===== src/rtl/updn_counter_defines.svh =====
// constants for the presettable up/down counter
`ifndef UPDN_COUNTER_DEFINES_SVH
`define UPDN_COUNTER_DEFINES_SVH
`define CNT_WIDTH 4
`define CNT_RESET_VAL 4'h0
`define CNT_MIN_VAL 4'h0
`define CNT_BIN_MAX 4'hf
`define CNT_DEC_MAX 4'h9
`define STROBE_IDLE_VAL 1'b1
`define TERM_IDLE_VAL 1'b1
`endif


===== src/rtl/updn_counter_pkg.sv =====
// types for the presettable up/down counter
`include "updn_counter_defines.svh"
package updn_counter_pkg;
  typedef logic [`CNT_WIDTH-1:0] count_t;
  typedef enum logic [2:0] {
    act_hold,
    act_clear,
    act_load,
    act_up,
    act_down
  } action_t;
endpackage : updn_counter_pkg


===== src/rtl/strobe_rise.sv =====
// rising-edge detector for one synchronous strobe input
`timescale 1ns/1ps
`default_nettype none
`include "updn_counter_defines.svh"
module strobe_rise (
  input wire logic sys_clk,
  input wire logic nrst,
  input wire logic ce,
  input wire logic strobe_in,
  output logic rise
);
  logic prev_ff;

  // idle level is high so a strobe held high through reset gives no false edge
  always_ff @(posedge sys_clk or negedge nrst) begin
    if (!nrst) begin
      prev_ff <= `STROBE_IDLE_VAL;
    end else if (ce) begin
      prev_ff <= strobe_in;
    end
  end

  assign rise = strobe_in & ~prev_ff;
endmodule : strobe_rise
`default_nettype wire


===== src/rtl/updn_counter.sv =====
// four-bit presettable up/down counter with carry and borrow, rebuilt on sys_clk
`timescale 1ns/1ps
`default_nettype none
`include "updn_counter_defines.svh"
// How it works
// - four state bits drive four count outputs; carry and borrow outputs come from two flops of their own.
// - clear input high forces count to zero, above load and counting.
// - load gate low with clear low copies the jam inputs into the count.
// - increment strobe rising edge adds one while decrement strobe is high.
// - decrement strobe rising edge subtracts one while increment strobe is high.
// - carry and borrow stay high during counting except at terminal count.
// - carry goes low at maximum count while the increment strobe is low.
// - borrow goes low at zero count while the decrement strobe is low.
// - a build parameter picks binary sixteen states or decimal zero to nine.
module updn_counter
  import updn_counter_pkg::*;
#(
  parameter bit DECIMAL_MODE = 1'b0
) (
  input wire logic sys_clk,
  input wire logic nrst,
  input wire logic ce,
  input wire logic count_clear,
  input wire logic load_gate,
  input wire logic inc_strobe,
  input wire logic dec_strobe,
  input wire logic jam_in_bit0,
  input wire logic jam_in_bit1,
  input wire logic jam_in_bit2,
  input wire logic jam_in_bit3,
  output logic count_out_bit0,
  output logic count_out_bit1,
  output logic count_out_bit2,
  output logic count_out_bit3,
  output logic carry_n,
  output logic borrow_n
);
  localparam count_t MAX_VAL = DECIMAL_MODE ? `CNT_DEC_MAX : `CNT_BIN_MAX;

  count_t count_ff;
  count_t nxt_count;
  count_t jam_val;
  logic carry_n_ff;
  logic borrow_n_ff;
  logic nxt_carry_n;
  logic nxt_borrow_n;
  logic inc_rise;
  logic dec_rise;
  action_t action;

  assign jam_val = {jam_in_bit3, jam_in_bit2, jam_in_bit1, jam_in_bit0};

  strobe_rise u_inc_rise (
    .sys_clk(sys_clk),
    .nrst(nrst),
    .ce(ce),
    .strobe_in(inc_strobe),
    .rise(inc_rise)
  );

  strobe_rise u_dec_rise (
    .sys_clk(sys_clk),
    .nrst(nrst),
    .ce(ce),
    .strobe_in(dec_strobe),
    .rise(dec_rise)
  );

  // both strobes rising together means neither gate level was high first: no step
  always_comb begin
    if (count_clear) begin
      action = act_clear;
    end else if (!load_gate) begin
      action = act_load;
    end else if (inc_rise && dec_strobe && !dec_rise) begin
      action = act_up;
    end else if (dec_rise && inc_strobe && !inc_rise) begin
      action = act_down;
    end else begin
      action = act_hold;
    end
  end

  // out-of-range decimal values left by a load step upward and wrap at fifteen
  always_comb begin
    case (action)
      act_clear: nxt_count = `CNT_RESET_VAL;
      act_load: nxt_count = jam_val;
      act_up: nxt_count = (count_ff == MAX_VAL) ? `CNT_MIN_VAL : count_t'(count_ff + 1'b1);
      act_down: nxt_count = (count_ff == `CNT_MIN_VAL) ? MAX_VAL : count_t'(count_ff - 1'b1);
      act_hold: nxt_count = count_ff;
      default: nxt_count = count_ff;
    endcase
  end

  always_ff @(posedge sys_clk or negedge nrst) begin
    if (!nrst) begin
      count_ff <= `CNT_RESET_VAL;
    end else if (ce) begin
      count_ff <= nxt_count;
    end
  end

  // terminal flags follow the new count and the current strobe level, so they
  // drop in the low phase of the strobe, half a strobe period after the step
  assign nxt_carry_n = !((nxt_count == MAX_VAL) && !inc_strobe);
  assign nxt_borrow_n = !((nxt_count == `CNT_MIN_VAL) && !dec_strobe);

  always_ff @(posedge sys_clk or negedge nrst) begin
    if (!nrst) begin
      carry_n_ff <= `TERM_IDLE_VAL;
      borrow_n_ff <= `TERM_IDLE_VAL;
    end else if (ce) begin
      carry_n_ff <= nxt_carry_n;
      borrow_n_ff <= nxt_borrow_n;
    end
  end

  // carry and borrow idle high so they can clock a following stage directly
  assign carry_n = carry_n_ff;
  assign borrow_n = borrow_n_ff;
  assign count_out_bit0 = count_ff[0];
  assign count_out_bit1 = count_ff[1];
  assign count_out_bit2 = count_ff[2];
  assign count_out_bit3 = count_ff[3];
endmodule : updn_counter
`default_nettype wire


===== config.mk =====
export PLATFORM = sky130hd
export DESIGN_NAME = updn_counter
export DESIGN_NICKNAME = d
export VERILOG_FILES = /design/src/rtl/updn_counter_pkg.sv /design/src/rtl/strobe_rise.sv /design/src/rtl/updn_counter.sv
export VERILOG_INCLUDE_DIRS = /design/src /design/src/rtl
export SDC_FILE = /design/constraint.sdc
export NUM_CORES = 1
export LEC_CHECK = 0
export BUFFER_PORTS_ARGS = -buffer_cell sky130_fd_sc_hd__buf_2
export CORE_UTILIZATION = 30
export CTS_CLUSTER_DIAMETER = 50
export DETAILED_ROUTE_END_ITERATION = 7
export GPL_TIMING_DRIVEN = 0
export SETUP_SLACK_MARGIN = 0.4
export SYNTH_ARGS = -nofsm -noshare
export SYNTH_HDL_FRONTEND = slang
export SYNTH_HIERARCHICAL = 1
export SYNTH_SLANG_ARGS = --single-unit

===== constraint.sdc =====
create_clock -name sys_clk -period 2.25 [get_ports sys_clk]
set_clock_uncertainty 0.05 [all_clocks]
set_input_delay 0.1125 -clock sys_clk [delete_from_list [all_inputs] [get_ports sys_clk]]
set_output_delay 0.1125 -clock sys_clk [all_outputs]
set_load 0.1 [all_outputs]

==> Yosys cells after proc, flatten, opt, wreduce, memory -nomap -nowiden <==
Index checks and enable logic that the tools add are counted.
{ "op_classes": {"add_sub_neg": 2, "multipliers": 0, "div": 0, "n_lt_le_gt_ge": 0, "n_eq_ne": 6, "shifts": 0, "n_mux": 7, "bitwise": 4, "reduce_logical": 14} }
{ "ops": {"columns": ["operator", "n"], "rows": [
  ["$pmux 4 s4", 1],
  ["$mux 3", 4],
  ["$eq 4x4->1 const B", 2],
  ["$logic_not 4->1", 2],
  ["$mux 4", 2],
  ["$eq 3x2->1 const B", 2],
  ["$logic_and 1x1->1", 6],
  ["$logic_not 1->1", 6],
  ["$add 4x1->4 const B", 1],
  ["$sub 4x1->4 const B", 1],
  ["$eq 3x1->1 const B", 1],
  ["$eq 3x3->1 const B", 1],
  ["$and 1x1->1", 2],
  ["$not 1->1", 2]
]} }
{ "word_totals": {"register_bits": 8, "latchBits": 0, "ram_bits": 0, "rom_bits": 0, "input_bits": 11, "out_inout_bits": 6, "elab_cells": 38, "mem_count": 0} }

==> Longest topological paths before layout <==
{ "logic_depth": {"depth_word": 13, "mapped_depth": 8, "depth_no_buf": 8} }

==> Modules after synthesis <==
Netlist, hierarchy kept.
{ "by_module_without_submodules": {"columns": ["module", "instances", "cells_each", "area_per_inst_um2", "seq_area_each_um2"], "rows": [
  ["updn_counter", 1, 66, 544.3, 152.6],
  ["strobe_rise", 2, 3, 47.5, 26.3]
]} }

==> Least setup slack after synthesis <==
Ideal clock, no wire load.
{ "synth_path": {"path_type": "reg-to-reg", "startpoint": "register count_ff[1]", "endpoint": "register carry_n_ff, in the netlist carry_n", "t_arrival_ps": 2380, "required_ps": 2114, "slack_ps": -266, "path_stages_with_launch": 8, "period_less_slack_ps": 2516, "path_cell_list": "dfrtp_1 > inv_1 > ha_1 > inv_1 > o21ai_1 > a221oi_2 > nand3b_1 > o41a_1"} }
{ "synth_via": {"elab_chain_cells": 6} }
{ "synth_lines": {"columns": ["item", "line", "text"], "rows": [
  ["start: declaration", "updn_counter.sv:40", "count_t count_ff;"],
  ["start signal: assignment", "updn_counter.sv:98", "count_ff <= `CNT_RESET_VAL;"],
  ["start signal: assignment", "updn_counter.sv:100", "count_ff <= nxt_count;"],
  ["$sub 4x1->4 (tied with other cells)", "updn_counter.sv:90", "act_down: nxt_count = (count_ff == `CNT_MIN_VAL) ? MAX_VAL : count_t'(count_ff - 1'b1);"],
  ["$mux 4 (on tied branches)", "updn_counter.sv:90, updn_counter.sv:89", null],
  ["$pmux 4 s4 *", "updn_counter.sv:86", "case (action)"],
  ["$eq 4x4->1 *", "updn_counter.sv:106", "assign nxt_carry_n = !((nxt_count == MAX_VAL) && !inc_strobe);"],
  ["$logic_and 1x1->1 *", "updn_counter.sv:106", null],
  ["$logic_not 1->1 *", "updn_counter.sv:106", null],
  ["end signal: assignment", "updn_counter.sv:111", "carry_n_ff <= `TERM_IDLE_VAL;"],
  ["end signal: assignment", "updn_counter.sv:114", "carry_n_ff <= nxt_carry_n;"],
  ["end: declaration", "updn_counter.sv:43", "logic carry_n_ff;"]
]} }
Every way passes the cells marked *; elsewhere a longest branch is shown, timed or not.
A chain may end at the register's enable or synchronous reset.

==> Worst setup path in the final report <==
{ "layout_path": {"startpoint": "register u_inc_rise.prev_ff", "endpoint": "register carry_n_ff, in the netlist carry_n"} }
{ "layout_via": {"elab_chain_cells": 13} }
{ "layout_lines": {"columns": ["item", "line", "text"], "rows": [
  ["start: declaration", "strobe_rise.sv:12", "logic prev_ff;"],
  ["start signal: assignment", "strobe_rise.sv:17", "prev_ff <= `STROBE_IDLE_VAL;"],
  ["start signal: assignment", "strobe_rise.sv:19", "prev_ff <= strobe_in;"],
  ["$not 1->1 *", "strobe_rise.sv:23", "assign rise = strobe_in & ~prev_ff;"],
  ["$and 1x1->1 *", "strobe_rise.sv:23", null],
  ["named net inc_rise", "updn_counter.sv:47", "logic inc_rise;"],
  ["$logic_not 1->1", "updn_counter.sv:77", "end else if (dec_rise && inc_strobe && !inc_rise) begin"],
  ["$logic_and 1x1->1", "updn_counter.sv:77", null],
  ["$mux 3", "updn_counter.sv:77", null],
  ["$mux 3 *", "updn_counter.sv:75", "end else if (inc_rise && dec_strobe && !dec_rise) begin"],
  ["$mux 3 *", "updn_counter.sv:73", "end else if (!load_gate) begin"],
  ["$mux 3 *", "updn_counter.sv:71", "if (count_clear) begin"],
  ["$eq 3x3->1 (tied with other cells)", "updn_counter.sv:86", null],
  ["$pmux 4 s4 *", "updn_counter.sv:86", null],
  ["$eq 4x4->1 *", "updn_counter.sv:106", null],
  ["$logic_and 1x1->1 *", "updn_counter.sv:106", null],
  ["$logic_not 1->1 *", "updn_counter.sv:106", null]
]} }
Mark *: on every way through the listed nets, which the timed path passes. The rest lies on a longest branch.

==> key figures <==
Drt
  – Vias/cell: 5.22
  – DRT Pass-1 Iters: 4
  – Total wire length: 1580 um
  – Avg WL per Cell: 12.7 um
  – Antenna Nets Post-Route: 0
  – Initial DRC Count: 24
  – Via count: 653
  – Drt drc: 0

STA
  – Final Hold Vio Count: 0
  – Crit path time final: 1.93 ns
  – Max-slew headroom: 0.679
  – RSZ-0062 raised after global routing: true
  – Least-Margin Pin Slew: 0.485 ns
  – Max Clk Rate: 0.519 GHz
  – # setup viols final: 0
  – Period utilization: 0.856
  – Final setup TNS: 0 ns
  – Max Slew Vio Count: 0

Synthesis
  – Post-synth EDFFs: 0
  – #FFs+latches synth: 8
  – Yosys top cell area share: 0.164
  – Main flop type after synthesis: dfstp_2
  – Distinct cells, synth: 34
  – Post-synth ARST share: 1.00
  – Sequential area share after synthesis: 0.321
  – Post-synth net total: 85
  – Synth area leaders: dfstp_2 (16%), dfrtp_1 (16%), nor2_1 (5.3%)
  – Leading area contributor after synthesis: dfstp_2
  – Mapped Cells: 72
  – Post-Synthesis Cell Area: 639 um^2
  – YS warnings: 6
  – Most common cell in the netlist: nor2_1
  – Mean Syn Cell Area: 8.88 um^2
  – Synth cell count leaders: nor2_1 (9), a21oi_1 (5)

Global routing
  – Initial antenna violation count: 0
  – GRT Residual Overflow: 0
  – Total GRT Usage: 0.156
  – First-pass GRT wire length: 2390 um
  – Number of global-route vias before repair: 511
  – Largest net degree at the start of global routing: 11

Power
  – Worst vdd ir: 0.000430 V
  – Leak: 0.375 nW
  – Power Dens Cells: 601 nW/um^2

Worst setup path
  – FF-to-FF Start: u_inc_rise/prev_ff$_DFFE_PN1P_
  – CP max stage cell: dfstp_2
  – Crit-path cells: nor2b_4 -> nand3b_4 -> buf_4 -> buf_4 -> a211oi_2 -> a31oi_2 -> o41a_1
  – Critical path fanouts, max: 4
  – Reg2Reg Setup Slack: 0.32 ns
  – R2R depth: 7
  – Reg2Reg Capture Point: carry_n$_DFFE_PN1P_
  – Worst Setup Start Kind: flip-flop
  – Crit end category: flip-flop
  – Max incr delay on CP: 0.55 ns
  – Data required time of the critical path: 2.37 ns
  – Most frequent CP cell: buf_4
  – CP Class: reg -> reg
  – Worst EP arrival: 2.05 ns

Clocking
  – Max H-tree Level: 1
  – Clk_lat worst skew: 0.25 ns
  – Clock-pin slew on the worst setup and hold paths: 0.05 ns
  – Max Buffers Root-to-Sink: 2
  – CTS root buf: clkbuf_4
  – CTS sink cnt: 8
  – Cts bufs inserted: 3
  – CTS tree: done

Die
  – Initial Util: 0.323
  – Die H: 48.2 um
  – Die W: 48.2 um
  – Die ar.: 2320 um^2
  – I/O Pins: 17
  – Row cnt: 16
  – Core area: 1980 um^2

Min path
  – Worst hold path class: in -> reg
  – Hold Crit Start: ce
  – WHS Path Cells: 2
  – Hold Path End: u_dec_rise/prev_ff$_DFFE_PN1P_

Placed design
  – Placed insts: 115
  – Placer Congestion: 0.809
  – IO buf count: 16
  – DP HPWL: 1190 um

Final layout
  – Layout cells sized above 1: 0.520
  – Antenna diodes: 0
  – Nets: 112
  – Non-filler cells, final: 125
  – Area growth, synth to finish: 41.3%
  – FILL cells: 192

Flow run
  – Max Cap Viol: 0

Status
  – Outcome: complete, no violations
[per-stage QoR]
step / total power, mW / util / area, um^2 / worst slack (ns) / hold slack, ns
floorplan: 0.357 / - / 679 / 0.383 / -0.233
global placement: 0.405 / 0.400 / 793 / 0.293 / -0.0874
detailed placement: 0.408 / 0.400 / 793 / 0.271 / -0.0898
CTS: 0.545 / 0.451 / 893 / 0.326 / 0.127
global route: 0.576 / 0.456 / 903 / 0.246 / 0.142
finish: 0.543 / 0.456 / 903 / 0.324 / 0.133
[flip-flops by register name, indices dropped and copies added (netlist names)]
| signal | flops |
|---|---|
| borrow_n | 1 |
| u_dec_rise/prev_ff | 1 |
| count_ff | 4 |
| carry_n | 1 |
| u_inc_rise/prev_ff | 1 |
[kinds of logic (layout without fill, tap and decap cells)]
group,count (synthesis),count (layout),share of synthesized area
muxes,3,3,0.0626
DFF,8,8,0.321
and+or+nand+nor,28,28,0.250
AOI/OAI and AO/OA,24,24,0.286
adders and majority gates,2,2,0.0391
buffers and inverters,7,33,0.0411
[layout by cell type (no fill, tap or decap), drive strengths merged]
master / netlist / final
o41a: 1 / 1
a41oi: 2 / 2
buf: 0 / 21
ha: 2 / 2
a22o: 1 / 1
nor2b: 2 / 2
dfrtp: 4 / 4
o21ai: 5 / 5
nand2: 4 / 4
inv: 5 / 5
and2b: 1 / 1
a21oi: 5 / 5
dfstp: 4 / 4
a221oi: 3 / 3
dlygate4sd3: 0 / 1
a211oi: 1 / 1
nor2: 10 / 10
nand3: 1 / 1
mux2i: 1 / 1
mux2: 2 / 2
or2: 1 / 1
clkbuf: 2 / 6
nand4b: 1 / 1
o31ai: 2 / 2
nor3b: 1 / 1
nand3b: 3 / 3
a31oi: 3 / 3
nand2b: 2 / 2
nor3: 2 / 2
a311oi: 1 / 1
[timing repair]
action | in CTS | in global routing
pin swaps | 5 | 6
gates resized for setup | 6 | 2
setup buffers | 5 | 0
setup endpoints to repair | 4 | 4
hold buffers | 1 | 0
hold endpoints to repair | 8 | 0
[metal layers]
| layer | GRT usage | routed length (um) | part of all wire | vias up |
|---|---|---|---|---|
| met5 | 0 | 0 | 0 | - |
| met4 | 0.0333 | 0 | 0 | 0 |
| met3 | 0.0556 | 93 | 0.059 | 0 |
| met2 | 0.216 | 725 | 0.46 | 21 |
| met1 | 0.232 | 763 | 0.48 | 309 |
| li1 | - | - | - | 323 |
[cell type report]
cell class | count | area, um^2 | area share
sequential | 8 | 220 | 0.244
multi-input combinational | 57 | 455 | 0.504
inverter | 5 | 23.8 | 0.0263
clock buffer | 4 | 26.3 | 0.0291
tap | 27 | 33.8 | 0.0374
timing repair buffer | 22 | 135 | 0.150
buffer | 2 | 8.76 | 0.00970
[power breakdown]
part	total [mW]	switching (mW)	internal, mW
combinational	0.238	0.161	0.0770
sequential	0.187	0.0187	0.168
clock	0.118	0.0498	0.0679
total	0.543	0.230	0.313
[worst max-delay path: cells and delay by family, from the launching register on]
family,cells,cell delay [ns]
AND/OR/NAND/NOR,2,0.23
buffers and inverters,2,0.28
flip-flops,1,0.55
AO/OA/AOI/OAI,3,0.73
[worst max-delay path by stage]
stage / startpoint / endpoint / cells after the start
4_1_cts: u_inc_rise/prev_ff$_DFFE_PN1P_ / carry_n$_DFFE_PN1P_ / 8
3_3_place_gp: u_dec_rise/prev_ff$_DFFE_PN1P_ / carry_n$_DFFE_PN1P_ / 7
6_report: u_inc_rise/prev_ff$_DFFE_PN1P_ / carry_n$_DFFE_PN1P_ / 7
5_1_grt: u_inc_rise/prev_ff$_DFFE_PN1P_ / carry_n$_DFFE_PN1P_ / 8
3_5_place_dp: u_dec_rise/prev_ff$_DFFE_PN1P_ / carry_n$_DFFE_PN1P_ / 7
2_1_floorplan: count_ff[1]$_DFFE_PN0P_ / carry_n$_DFFE_PN1P_ / 7
(Power assumes the default switching activity.)
